--- src/hdl/ppl_pkg.sv ---
package ppl_pkg;
    localparam logic [7:0] REG_CTRL   = 8'h00;
    localparam logic [7:0] REG_STATUS = 8'h04;
    localparam logic [7:0] REG_EVENT  = 8'h08;
    localparam logic [7:0] REG_MASK   = 8'h0c;
    localparam logic [7:0] REG_DATA   = 8'h10;
    localparam logic [7:0] REG_WORDS  = 8'h14;
    localparam int CTRL_START  = 0;
    localparam int CTRL_WIDTH  = 1;
    localparam int CTRL_DECOMP = 3;
    localparam int CTRL_SECURE = 4;
    localparam int CTRL_ABORT  = 5;
    localparam int EV_DONE   = 0;
    localparam int EV_ERROR  = 1;
    localparam int EV_NEED   = 2;
    localparam logic [1:0] WIDTH_8  = 2'h0;
    localparam logic [1:0] WIDTH_16 = 2'h1;
    localparam logic [1:0] WIDTH_32 = 2'h2;
    localparam int CLK_DIV_HALF = 4;
    localparam int REQ_LOW_NS = 2000;
    localparam int SYS_PERIOD_NS = 20;
    localparam int REQ_LOW_CYC = (REQ_LOW_NS + SYS_PERIOD_NS - 1) / SYS_PERIOD_NS;
    localparam int STATUS_TIMEOUT_DEFAULT = 100000;
    localparam int INIT_EDGES = 2;
    localparam logic [5:0] EV_RESET = 6'h00;
    localparam logic [31:0] WORDS_RESET = 32'h0000_0000;
endpackage

--- src/hdl/ppl_ratio.sv ---
`timescale 1ns/1ps
module ppl_ratio (
    // mode
    input  wire logic [1:0] width,
    input  wire logic       decomp,
    input  wire logic       secure,
    // clocks per word
    output logic      [3:0] ratio
);
    always_comb begin
        ratio = 4'h1;
        unique case (width)
            ppl_pkg::WIDTH_8: begin
                ratio = decomp ? 4'h2 : 4'h1;
            end
            ppl_pkg::WIDTH_16: begin
                ratio = decomp ? 4'h4 : (secure ? 4'h2 : 4'h1);
            end
            default: begin
                ratio = decomp ? 4'h8 : (secure ? 4'h4 : 4'h1);
            end
        endcase
    end
endmodule

--- src/hdl/ppl_host.sv ---
`timescale 1ns/1ps
module ppl_host #(
    parameter int STATUS_TIMEOUT = ppl_pkg::STATUS_TIMEOUT_DEFAULT
) (
    // clock and reset
    input  wire logic        sys_clk,
    input  wire logic        rst_b,
    // register port
    input  wire logic [7:0]  addr,
    input  wire logic [31:0] wdata,
    input  wire logic        wr_en,
    input  wire logic        rd_en,
    output logic      [31:0] rdata,
    output logic             irq,
    // device pins
    output logic             config_clock,
    output logic [31:0]      cfg_data,
    output logic             cfg_req_b,
    input  wire logic        cfg_status_b,
    input  wire logic        cfg_done,
    input  wire logic        init_done
);
    typedef enum logic [6:0] {
        ST_IDLE  = 7'b0000001,
        ST_REQ   = 7'b0000010,
        ST_WAITS = 7'b0000100,
        ST_LOAD  = 7'b0001000,
        ST_TAIL  = 7'b0010000,
        ST_INIT  = 7'b0100000,
        ST_USER  = 7'b1000000
    } ppl_state_t;

    ppl_state_t  state_reg;
    logic [5:0]  ctrl_reg;
    logic [2:0]  ev_reg;
    logic [2:0]  mask_reg;
    logic [31:0] word_reg;
    logic        word_full_reg;
    logic [31:0] words_reg;
    logic [31:0] timer_reg;
    logic [3:0]  phase_reg;
    logic [2:0]  div_reg;
    logic        clk_reg;
    logic [2:0]  st_sync, dn_sync, in_sync;
    logic        status_q, done_q, init_q;
    logic [3:0]  ratio;
    logic        rise, fall;
    logic        data_wr;
    logic [2:0]  ev_set;

    ppl_ratio u_ratio (
        .width  (ctrl_reg[ppl_pkg::CTRL_WIDTH +: 2]),
        .decomp (ctrl_reg[ppl_pkg::CTRL_DECOMP]),
        .secure (ctrl_reg[ppl_pkg::CTRL_SECURE]),
        .ratio  (ratio)
    );

    // device pins are asynchronous; change counts once stages 2 and 3 agree
    always_ff @(posedge sys_clk or negedge rst_b) begin
        if (!rst_b) begin
            st_sync  <= 3'h0;
            dn_sync  <= 3'h0;
            in_sync  <= 3'h0;
            status_q <= 1'b0;
            done_q   <= 1'b0;
            init_q   <= 1'b0;
        end else begin
            st_sync <= {st_sync[1:0], cfg_status_b};
            dn_sync <= {dn_sync[1:0], cfg_done};
            in_sync <= {in_sync[1:0], init_done};
            if (st_sync[2] == st_sync[1]) begin
                status_q <= st_sync[2];
            end
            if (dn_sync[2] == dn_sync[1]) begin
                done_q <= dn_sync[2];
            end
            if (in_sync[2] == in_sync[1]) begin
                init_q <= in_sync[2];
            end
        end
    end

    // clock divider rises only while loading or finishing; a high phase already started always falls
    logic clk_run;
    assign clk_run = (state_reg == ST_LOAD && (word_full_reg || phase_reg != 4'h0)) ||
                     state_reg == ST_TAIL || state_reg == ST_INIT;
    assign rise = clk_run && div_reg == 3'(ppl_pkg::CLK_DIV_HALF - 1) && !clk_reg;
    assign fall = div_reg == 3'(ppl_pkg::CLK_DIV_HALF - 1) && clk_reg;

    always_ff @(posedge sys_clk or negedge rst_b) begin
        if (!rst_b) begin
            div_reg <= 3'h0;
            clk_reg <= 1'b0;
        end else if (rise || fall) begin
            div_reg <= 3'h0;
            clk_reg <= !clk_reg;
        end else if (clk_run || clk_reg) begin
            div_reg <= div_reg + 3'h1;
        end else begin
            div_reg <= 3'h0; // pause holds clock low
        end
    end
    assign config_clock = clk_reg; // always driven, parks low

    assign data_wr = wr_en && addr == ppl_pkg::REG_DATA;

    // one-word holding register; software polls the status full bit for room
    always_ff @(posedge sys_clk or negedge rst_b) begin
        if (!rst_b) begin
            word_reg      <= 32'h0;
            word_full_reg <= 1'b0;
        end else if (data_wr && !word_full_reg) begin
            word_reg      <= wdata;
            word_full_reg <= 1'b1;
        end else if (state_reg == ST_LOAD && fall && phase_reg == ratio - 4'h1) begin
            word_full_reg <= 1'b0;
        end else if (state_reg == ST_IDLE || state_reg == ST_USER) begin
            word_full_reg <= 1'b0;
        end
    end

    // data set up before the rising edge, held for r clocks per word
    always_ff @(posedge sys_clk or negedge rst_b) begin
        if (!rst_b) begin
            cfg_data <= 32'h0;
        end else if (state_reg == ST_LOAD && phase_reg == 4'h0 && !clk_reg && word_full_reg) begin
            cfg_data <= word_reg; // full bus valid before first rise
        end
    end

    always_ff @(posedge sys_clk or negedge rst_b) begin
        if (!rst_b) begin
            phase_reg <= 4'h0;
        end else if (state_reg == ST_LOAD || state_reg == ST_TAIL) begin
            if (fall) begin
                phase_reg <= (phase_reg == ratio - 4'h1) ? 4'h0 : phase_reg + 4'h1;
            end
        end else begin
            phase_reg <= 4'h0;
        end
    end

    always_ff @(posedge sys_clk or negedge rst_b) begin
        if (!rst_b) begin
            state_reg <= ST_IDLE;
            timer_reg <= 32'h0;
            words_reg <= ppl_pkg::WORDS_RESET;
            cfg_req_b <= 1'b1;
        end else begin
            unique case (state_reg)
                ST_IDLE, ST_USER: begin
                    cfg_req_b <= 1'b1;
                    if (wr_en && addr == ppl_pkg::REG_CTRL && wdata[ppl_pkg::CTRL_START]) begin
                        cfg_req_b <= 1'b0;
                        timer_reg <= 32'h0;
                        words_reg <= 32'h0;
                        state_reg <= ST_REQ;
                    end
                end
                ST_REQ: begin
                    timer_reg <= timer_reg + 32'h1;
                    if (timer_reg >= 32'(ppl_pkg::REQ_LOW_CYC) && !status_q) begin
                        cfg_req_b <= 1'b1;
                        timer_reg <= 32'h0;
                        state_reg <= ST_WAITS;
                    end
                end
                ST_WAITS: begin
                    timer_reg <= timer_reg + 32'h1;
                    if (status_q) begin // device ends its reset delay
                        state_reg <= ST_LOAD;
                    end else if (timer_reg >= 32'(STATUS_TIMEOUT)) begin
                        state_reg <= ST_IDLE;
                    end
                end
                ST_LOAD: begin
                    if (rise && phase_reg == 4'h0) begin
                        words_reg <= words_reg + 32'h1;
                    end
                    if (!status_q) begin
                        state_reg <= ST_IDLE;
                    end else if (done_q && phase_reg == 4'h0) begin
                        state_reg <= (ratio == 4'h1) ? ST_INIT : ST_TAIL;
                        timer_reg <= 32'h0;
                    end
                end
                ST_TAIL: begin
                    // r trailing clocks whenever r is above 1: decompress, or decrypt at 16 and 32 bits
                    if (fall && phase_reg == ratio - 4'h1) begin
                        state_reg <= ST_INIT;
                        timer_reg <= 32'h0;
                    end
                end
                ST_INIT: begin
                    if (fall) begin
                        timer_reg <= timer_reg + 32'h1;
                        if (timer_reg >= 32'(ppl_pkg::INIT_EDGES - 1)) begin
                            state_reg <= ST_USER;
                        end
                    end
                end
                default: begin
                    state_reg <= ST_IDLE;
                end
            endcase
            if (wr_en && addr == ppl_pkg::REG_CTRL && wdata[ppl_pkg::CTRL_ABORT]) begin
                state_reg <= ST_IDLE;
                cfg_req_b <= 1'b1;
            end
        end
    end

    always_ff @(posedge sys_clk or negedge rst_b) begin
        if (!rst_b) begin
            ctrl_reg <= 6'h0;
        end else if (wr_en && addr == ppl_pkg::REG_CTRL && state_reg != ST_LOAD) begin
            ctrl_reg <= {1'b0, wdata[4:0] & 5'h1e};
        end
    end

    // sticky events: set wins over write-one-to-clear
    assign ev_set[ppl_pkg::EV_DONE]  = state_reg == ST_INIT && fall &&
                                       timer_reg >= 32'(ppl_pkg::INIT_EDGES - 1);
    assign ev_set[ppl_pkg::EV_ERROR] = (state_reg == ST_LOAD && !status_q) ||
                                       (state_reg == ST_WAITS && !status_q &&
                                        timer_reg >= 32'(STATUS_TIMEOUT));
    assign ev_set[ppl_pkg::EV_NEED]  = state_reg == ST_LOAD && !word_full_reg;

    always_ff @(posedge sys_clk or negedge rst_b) begin
        if (!rst_b) begin
            ev_reg   <= 3'h0;
            mask_reg <= 3'h0;
        end else begin
            if (wr_en && addr == ppl_pkg::REG_EVENT) begin
                ev_reg <= (ev_reg & ~wdata[2:0]) | ev_set;
            end else begin
                ev_reg <= ev_reg | ev_set;
            end
            if (wr_en && addr == ppl_pkg::REG_MASK) begin
                mask_reg <= wdata[2:0];
            end
        end
    end
    assign irq = |(ev_reg & mask_reg);

    always_ff @(posedge sys_clk or negedge rst_b) begin
        if (!rst_b) begin
            rdata <= 32'h0;
        end else if (rd_en) begin
            unique case (addr)
                ppl_pkg::REG_CTRL:   rdata <= {26'h0, ctrl_reg};
                ppl_pkg::REG_STATUS: rdata <= {17'h0, ratio, state_reg, word_full_reg,
                                               init_q, done_q, status_q};
                ppl_pkg::REG_EVENT:  rdata <= {29'h0, ev_reg};
                ppl_pkg::REG_MASK:   rdata <= {29'h0, mask_reg};
                ppl_pkg::REG_WORDS:  rdata <= words_reg;
                default:             rdata <= 32'h0;
            endcase
        end else begin
            rdata <= 32'h0;
        end
    end
endmodule

--- config.mk ---
export PLATFORM = sky130hd
export DESIGN_NAME = ppl_host
export DESIGN_NICKNAME = d
export VERILOG_FILES = /design/src/hdl/ppl_pkg.sv /design/src/hdl/ppl_ratio.sv /design/src/hdl/ppl_host.sv
export SDC_FILE = /design/constraint.sdc
export NUM_CORES = 1
export LEC_CHECK = 0
export BUFFER_PORTS_ARGS = -buffer_cell sky130_fd_sc_hd__buf_2
export CORE_MARGIN = 1.5
export CORE_UTILIZATION = 53
export DETAILED_ROUTE_END_ITERATION = 12
export PLACE_DENSITY = 0.81
export RECOVER_POWER = 25
export SYNTH_ARGS = -nofsm -noshare
export SYNTH_HDL_FRONTEND = slang
export SYNTH_SLANG_ARGS = --single-unit
export TNS_END_PERCENT = 10
--- constraint.sdc ---
create_clock -name sys_clk -period 3.2 [get_ports sys_clk]
set_clock_uncertainty 0.1 [all_clocks]
set_input_delay 0.32 -clock sys_clk [delete_from_list [all_inputs] [get_ports sys_clk]]
set_output_delay 0.32 -clock sys_clk [all_outputs]
set_load 0.005 [all_outputs]
==> key figures, run 1 <==
CTS
  • CTS tree: built
  • Setup Buffers After CTS: 0
  • Total CTS buffers: 17
  • Clock slew seen by the registers of the worst setup and hold paths: about 80 ps
  • CTS sink count: a little under 200
  • Clock Tree Buf Depth: 2
  • Worst-skew pair later-pin latency: 440 ps
  • CTS root buf: clkbuf_16
  • Htree depth: 4

Timing
  • Slew headroom: -46.0%
  • Final setup violation count: 0
  • Slew @ Worst Pin: 2190 ps
  • Peak Freq: about 340 MHz
  • Fin crit share: about nine tenths
  • Final Hold Fails: 0
  • Max-slew violations: between 80 and 90
  • Post-layout min period: around 3000 ps
  • Hold slack: 14.6 ps
  • Setup TNS: 0 ps
  • Worst setup margin: 263 ps
  • RSZ-0062 raised after global routing: false

Critical path
  • R2R setup slack: around 260 ps
  • R2r worst-path depth: 11
  • Worst Setup Path Type: reg2reg
  • CP endpoint kind: flop
  • Data arrival time of the worst path: between 3000 and 4000 ps
  • Nature of the critical path startpoint: flop
  • Worst r2r src: ctrl_reg[2]
  • R2r endpoint: timer_reg[10]
  • CP required: between 3000 and 4000 ps
  • Worst-path fanout max: 18
  • Critical Path Start: ctrl_reg[2]

Floorplan
  • Die ar.: between 0.015 and 0.02 mm2
  • Initial cell density of the core: a little over half
  • Die Y: 136 um
  • Core area: between 0.015 and 0.02 mm2
  • FP Rows: 48
  • Overall die width: about 140 um
  • I/O pin count: roughly 110

Status
  • Failing checks: capacitance limit, slew limit
  • Status: complete, but fails checks

Yosys
  • Cells after Synth: about 860
  • Post-synthesis sequential area ratio: between 50% and 60%
  • Synthesized cell area: 0.00943 mm2
  • Count of warnings emitted by yosys: 0
  • Avg Cell Area, Syn: roughly 11 um2
  • Register bit count reported by yosys: a little under 200
  • Top cells by area, synth: dfrtp_1, mux2_2, nor2_1, nand2_1, o21ai_0
  • Synth Net Count: 918
  • EDFF count, synth: 0
  • Fraction of registers with async set/reset: 100%
  • Yosys top cell area share: between 50% and 60%
  • Yosys top cell by area: dfrtp_1
  • Count of cell types in the netlist: 73
  • Ys flop type: dfrtp_1

Layout
  • Syn-to-layout area delta: 17.6%
  • Layout cells sized above 1: about 27%
  • Commonest non-fill, non-tap cells in the layout: dfrtp_1, buf_2, nor2_1
  • Most common cell after layout, fill and taps aside: dfrtp_1
  • Non-filler cells, final: approximately 1200
  • Final net count: roughly 1000
  • Antenna Cells: 0

Placed design
  • GPL Wtd Cong: slightly above 0.9
  • Placed Cells: 1178
  • Pre-CTS setup slack: 142 ps
  • PortBufs: 113
  • HPWL after DPL: between 10000 and 15000 um

Hold path
  • WHS Path Cells: 2
  • Hold crit path type: in2reg
  • Hold EP: word_reg[7]
  • Hold wc startpoint: wdata[7]

Routing
  • Vias post-DR: approximately 7300
  • Via/cell ratio: ~5.9
  • Drt first pass iters: 6
  • Final WL: between 20000 and 25000 um
  • Avg WL per Cell: around 17 um
  • Initial drt markers: between 500 and 600
  • Antenna Nets Post-Route: 0
  • Residual DRC: 0

GRT
  • First-pass GRT wire length: approximately 35000 um
  • Total GRT Usage: between 20% and 30%
  • Vias in the first global route: 6967
  • Largest net degree at the start of global routing: a little under 90
  • Antenna violations before repair: 0
  • Total grt overflow: 0

Flow run
  • Max Cap Viol: 1

Power and ir drop
  • Power per cell area: approximately 610 mW/mm2
  • Pleak: ~5.3 nW
  • VDD IR max: approximately 420 uV
## worst max-delay path, cell delays in order, from the launching register on
cell	delay, ps
dfrtp_1	440
o21a_1	230
nor2_1	180
ha_1	280
xor2_1	150
a211oi_2	250
a31oi_2	180
or3_4	450
buf_4	180
nor2_4	120
buf_12	160
a22o_1	140
## layout make-up
cell class / count / area [um2]
clock inverter: 15 / 211
multi-input combinational: 591 / 4130
timing repair buffer: 157 / 965
sequential: 199 / 4980
fill: 1334 / 6270
inverter: 26 / 97.6
clock buffer: 17 / 425
tap: 225 / 282
## Yosys cell counts (4+ instances only)
cell type and number:
and3_1 26, or4_1 5, ha_1 10, clkbuf_1 24
and4_1 5, nor2_1 79, and2_1 6, nor3b_1 4
a21o_1 13, a211oi_1 4, a22oi_1 11, nor3_2 10
xor2_1 5, mux2_2 74, nand4_1 13, nand2_1 55
a21oi_1 25, xnor2_1 19, nand4b_1 4, nor4_1 9
o31ai_1 6, a22o_1 18, o21ai_0 39, o22ai_1 4
mux2i_1 6, inv_1 26, a31oi_1 4, nor3_1 25
nand3_1 35, or3_1 7, a222oi_1 6, buf_2 6
buf_6 7, dfrtp_1 197, nor2b_1 6, buf_1 5
## per-stage QoR
step / total power [mW] / utilization, % / instance area (um2)
after detailed placement: 4.49 / 59.1 / 10300
after global placement: 4.44 / 59.1 / 10300
after global routing: 7.09 / 63.9 / 11100
final: 6.76 / 63.9 / 11100
after CTS: 6.77 / 64.0 / 11100
after floorplan: 3.97 / - / 9430
## layer usage
layer	share of wire, %	GRT usage (%)
met1	44	33.5
met2	48	37.3
met3	6.6	5.29
met4	1.5	7.45
met5	0	0
## repair_timing
item	4_1_cts	5_1_grt
gates resized for setup	0	3
endpoints found under the hold margin	102	0
hold buffers	20	0
endpoints found under the setup margin	0	33
## where the power goes
group / switching, mW / total (mW) / internal (mW) / leakage, nW
clock: 1.06 / 2.26 / 1.21 / 0.311
combinational: 1.02 / 1.72 / 0.698 / 2.43
sequential: 0.142 / 2.78 / 2.64 / 2.56
## how the worst max path moves through the flow
stage / end / slack, ps / cells past startpoint
floorplan: timer_reg[20] / 130 / 14
global placement: timer_reg[26] / 200 / 12
detailed placement: timer_reg[10] / 140 / 13
CTS: timer_reg[19] / 50 / 13
global route: timer_reg[7] / 30 / 13
finish: timer_reg[10] / 260 / 11
## cells by family after synthesis
group           synth area share (%)
compound gates                  11.2
xor+xnor                        2.23
fa+ha+maj                       1.64
buf+inv                         3.71
flops                           52.8
mux                             9.47
simple gates                    18.9
Power figures use the tool's default switching activity.
==> inputs of run 2 (changes only) <==
- CORE_UTILIZATION: 53 -> 58
- PLACE_DENSITY: 0.81 -> 0.84
- clock period: 3.2 -> 2.8 ns (I/O delays scaled with it)
==> run 2 against run 1 <==
The run ends with capacitance limit, slew limit, setup timing left. Total power rose by 22%. Non-clock buffer count increased by 46. Sequential share of layout area is 1.9 points lower. Combinational power up 40%. Critical path type unchanged. Largest cell class unchanged.
==> key figures, run 2 (synthesized netlist as in run 1, its figures left out) <==
Status
  • Status: complete, but fails checks
  • Failing checks: capacitance limit, slew limit, setup timing

Power and ir drop
  • Clk pwr share: 32.0%
  • Tot Pwr: between 8 and 9 mW
  • VDD IR max: roughly 550 uV
  • Power per cell area: around 710 mW/mm2
  • Comb pwr share: between 20% and 30%
  • Sw Ratio: between 30% and 40%
  • P_sw: roughly 2.7 mW
  • Pleak: ~5.5 nW
  • Cell-internal power: between 5 and 6 mW
  • Reg power frac: 38.7%

Critical path
  • Delay-heaviest family, CP: simple AND/OR/NAND/NOR gates
  • Worst Setup Path Type: reg2reg
  • Worst-path cell chain: nor2b_2 -> mux2i_1 -> nor2_1 -> inv_1 -> ha_4 -> xor2_1 -> a211oi_2 -> a31oi_1 -> or3_4 -> buf_12 -> or4_1 -> o21ai_1
  • CP required: roughly 3000 ps
  • Data arrival time of the worst path: between 3000 and 4000 ps
  • CP max stage delay: 450 ps
  • Nature of the critical path startpoint: flop
  • CP endpoint kind: flop
  • Worst-path fanout max: 7
  • Buf+Inv Stages, Crit Path: 2
  • CP max-delay cell: or3_4

Floorplan
  • Die ar.: between 0.015 and 0.02 mm2
  • FP Rows: 46
  • Die Y: ~130 um
  • I/O pin count: ~110
  • Core area: approximately 0.016 mm2
  • Initial cell density of the core: slightly below 60%
  • Overall die width: about 130 um

Timing
  • RSZ-0062 raised after global routing: true
  • Max-slew violations: 81
  • Worst setup margin: -74.7 ps
  • Fin crit share: 103%
  • Hold slack: around 24 ps
  • Final setup violation count: 7
  • Slew headroom: -39.0%
  • Peak Freq: 348 MHz
  • Final Hold Fails: 0
  • Slew @ Worst Pin: about 2100 ps
  • Setup TNS: -102 ps
  • Post-layout min period: 2870 ps

CTS
  • Total CTS buffers: 17
  • Clock slew seen by the registers of the worst setup and hold paths: about 80 ps
  • Htree depth: 4
  • Clock Tree Buf Depth: 2
  • CTS root buf: clkbuf_16
  • Worst-skew pair later-pin latency: roughly 450 ps
  • CTS sink count: between 150 and 200
  • CTS tree: built

Routing
  • Vias post-DR: ~8000
  • Antenna Nets Post-Route: 0
  • Initial drt markers: ~860
  • Via/cell ratio: 6.18
  • Residual DRC: 0
  • Final WL: approximately 25000 um
  • Avg WL per Cell: 19.4 um
  • Drt first pass iters: 8

Placed design
  • Placed Cells: 1199
  • PortBufs: between 100 and 150
  • GPL Wtd Cong: between 0.9 and 1
  • HPWL after DPL: approximately 15000 um
  • Pre-CTS setup slack: -159 ps

Layout
  • Commonest non-fill, non-tap cells in the layout: dfrtp_1, buf_2, nor2_1
  • Non-filler cells, final: between 1000 and 1500
  • Most common cell after layout, fill and taps aside: dfrtp_1
  • Final net count: ~1100
  • Layout cells sized above 1: between 20% and 30%
  • Syn-to-layout area delta: 22.6%

GRT
  • Largest net degree at the start of global routing: slightly above 80
  • Total GRT Usage: about 28%
  • Vias in the first global route: ~7400
  • First-pass GRT wire length: roughly 38000 um
  • Total grt overflow: 0
  • Antenna violations before repair: 0

Hold path
  • Hold crit path type: in2reg

Flow run
  • Max Cap Viol: 1
-- run 2: cell count changes in the layout (fill, tap and decap cells not counted), sizes merged --
cell	delta
diode	+2
clkinvlp	+1
clkbuf	+7
buf	+29
clkinv	-5
inv	+3
dlygate4sd3	+11
-- run 2: timing repair --
| item | CTS | global route |
|---|---|---|
| gates cloned | 0 | 2 |
| endpoints found under the hold margin | 104 | 2 |
| gates resized for setup | 4 | 21 |
| buffers inserted | 1 | 2 |
| pin swaps | 1 | 4 |
| hold buffers | 29 | 2 |
| endpoints found under the setup margin | 22 | 53 |
-- run 2: stage by stage --
step	util (%)	cell area, um2
final	72.8	11600
after detailed placement	65.9	10500
after global placement	65.9	10500
after floorplan	-	9460
after global routing	72.8	11600
after CTS	71.9	11400
-- run 2: layout make-up --
type,count,area [um2]
repair buffers,203,1370
diodes,2,5.00
flip-flops and latches,199,4980
inverters,26,97.6
multi-input cells,591,4200
fillers,1020,4320
well taps,216,270
clock buffers,18,439
clock inverters,14,204
-- run 2: path summary, 6_finish.rpt --
path	start	endpoint	slack, ps	cells after the start
min	wdata[4]	word_reg[4]	20	2
min reg2reg	st_sync[0]	st_sync[1]	250	0
max	ctrl_reg[3]	timer_reg[23]	-70	12
max reg2reg	ctrl_reg[3]	timer_reg[23]	-70	12
min in group asynchronous	rst_b	rdata[6]	870	2
max in group asynchronous	rst_b	cfg_data[31]	400	3
-- run 2: worst register-to-register path: stages (launching register included) --
cell and delay, ps:
dfrtp_1 400, nor2b_2 140, mux2i_1 90, nor2_1 180, inv_1 110, ha_4 220, xor2_1 150, a211oi_2 200
a31oi_1 140, or3_4 450, buf_12 160, or4_1 390, o21ai_1 80
-- run 2: per-layer routing --
metal / share of wire, % / vias to the layer above / track usage (%)
met1: 39 / 3845 / 36.7
li1: - / 3479 / -
met4: 3.1 / 0 / 12.9
met5: 0 / - / 0
met3: 7.4 / 91 / 5.66
met2: 50 / 425 / 46.8
-- run 2: power groups by stage --
stage | clock network [mW] | logic [mW] | registers [mW]
floorplan | 0 | 1.44 | 3.15
global placement | 0 | 1.96 | 3.22
detailed placement | 0 | 2.03 | 3.23
CTS | 2.64 | 2.09 | 3.17
global route | 2.77 | 2.59 | 3.20
finish | 2.64 | 2.40 | 3.19
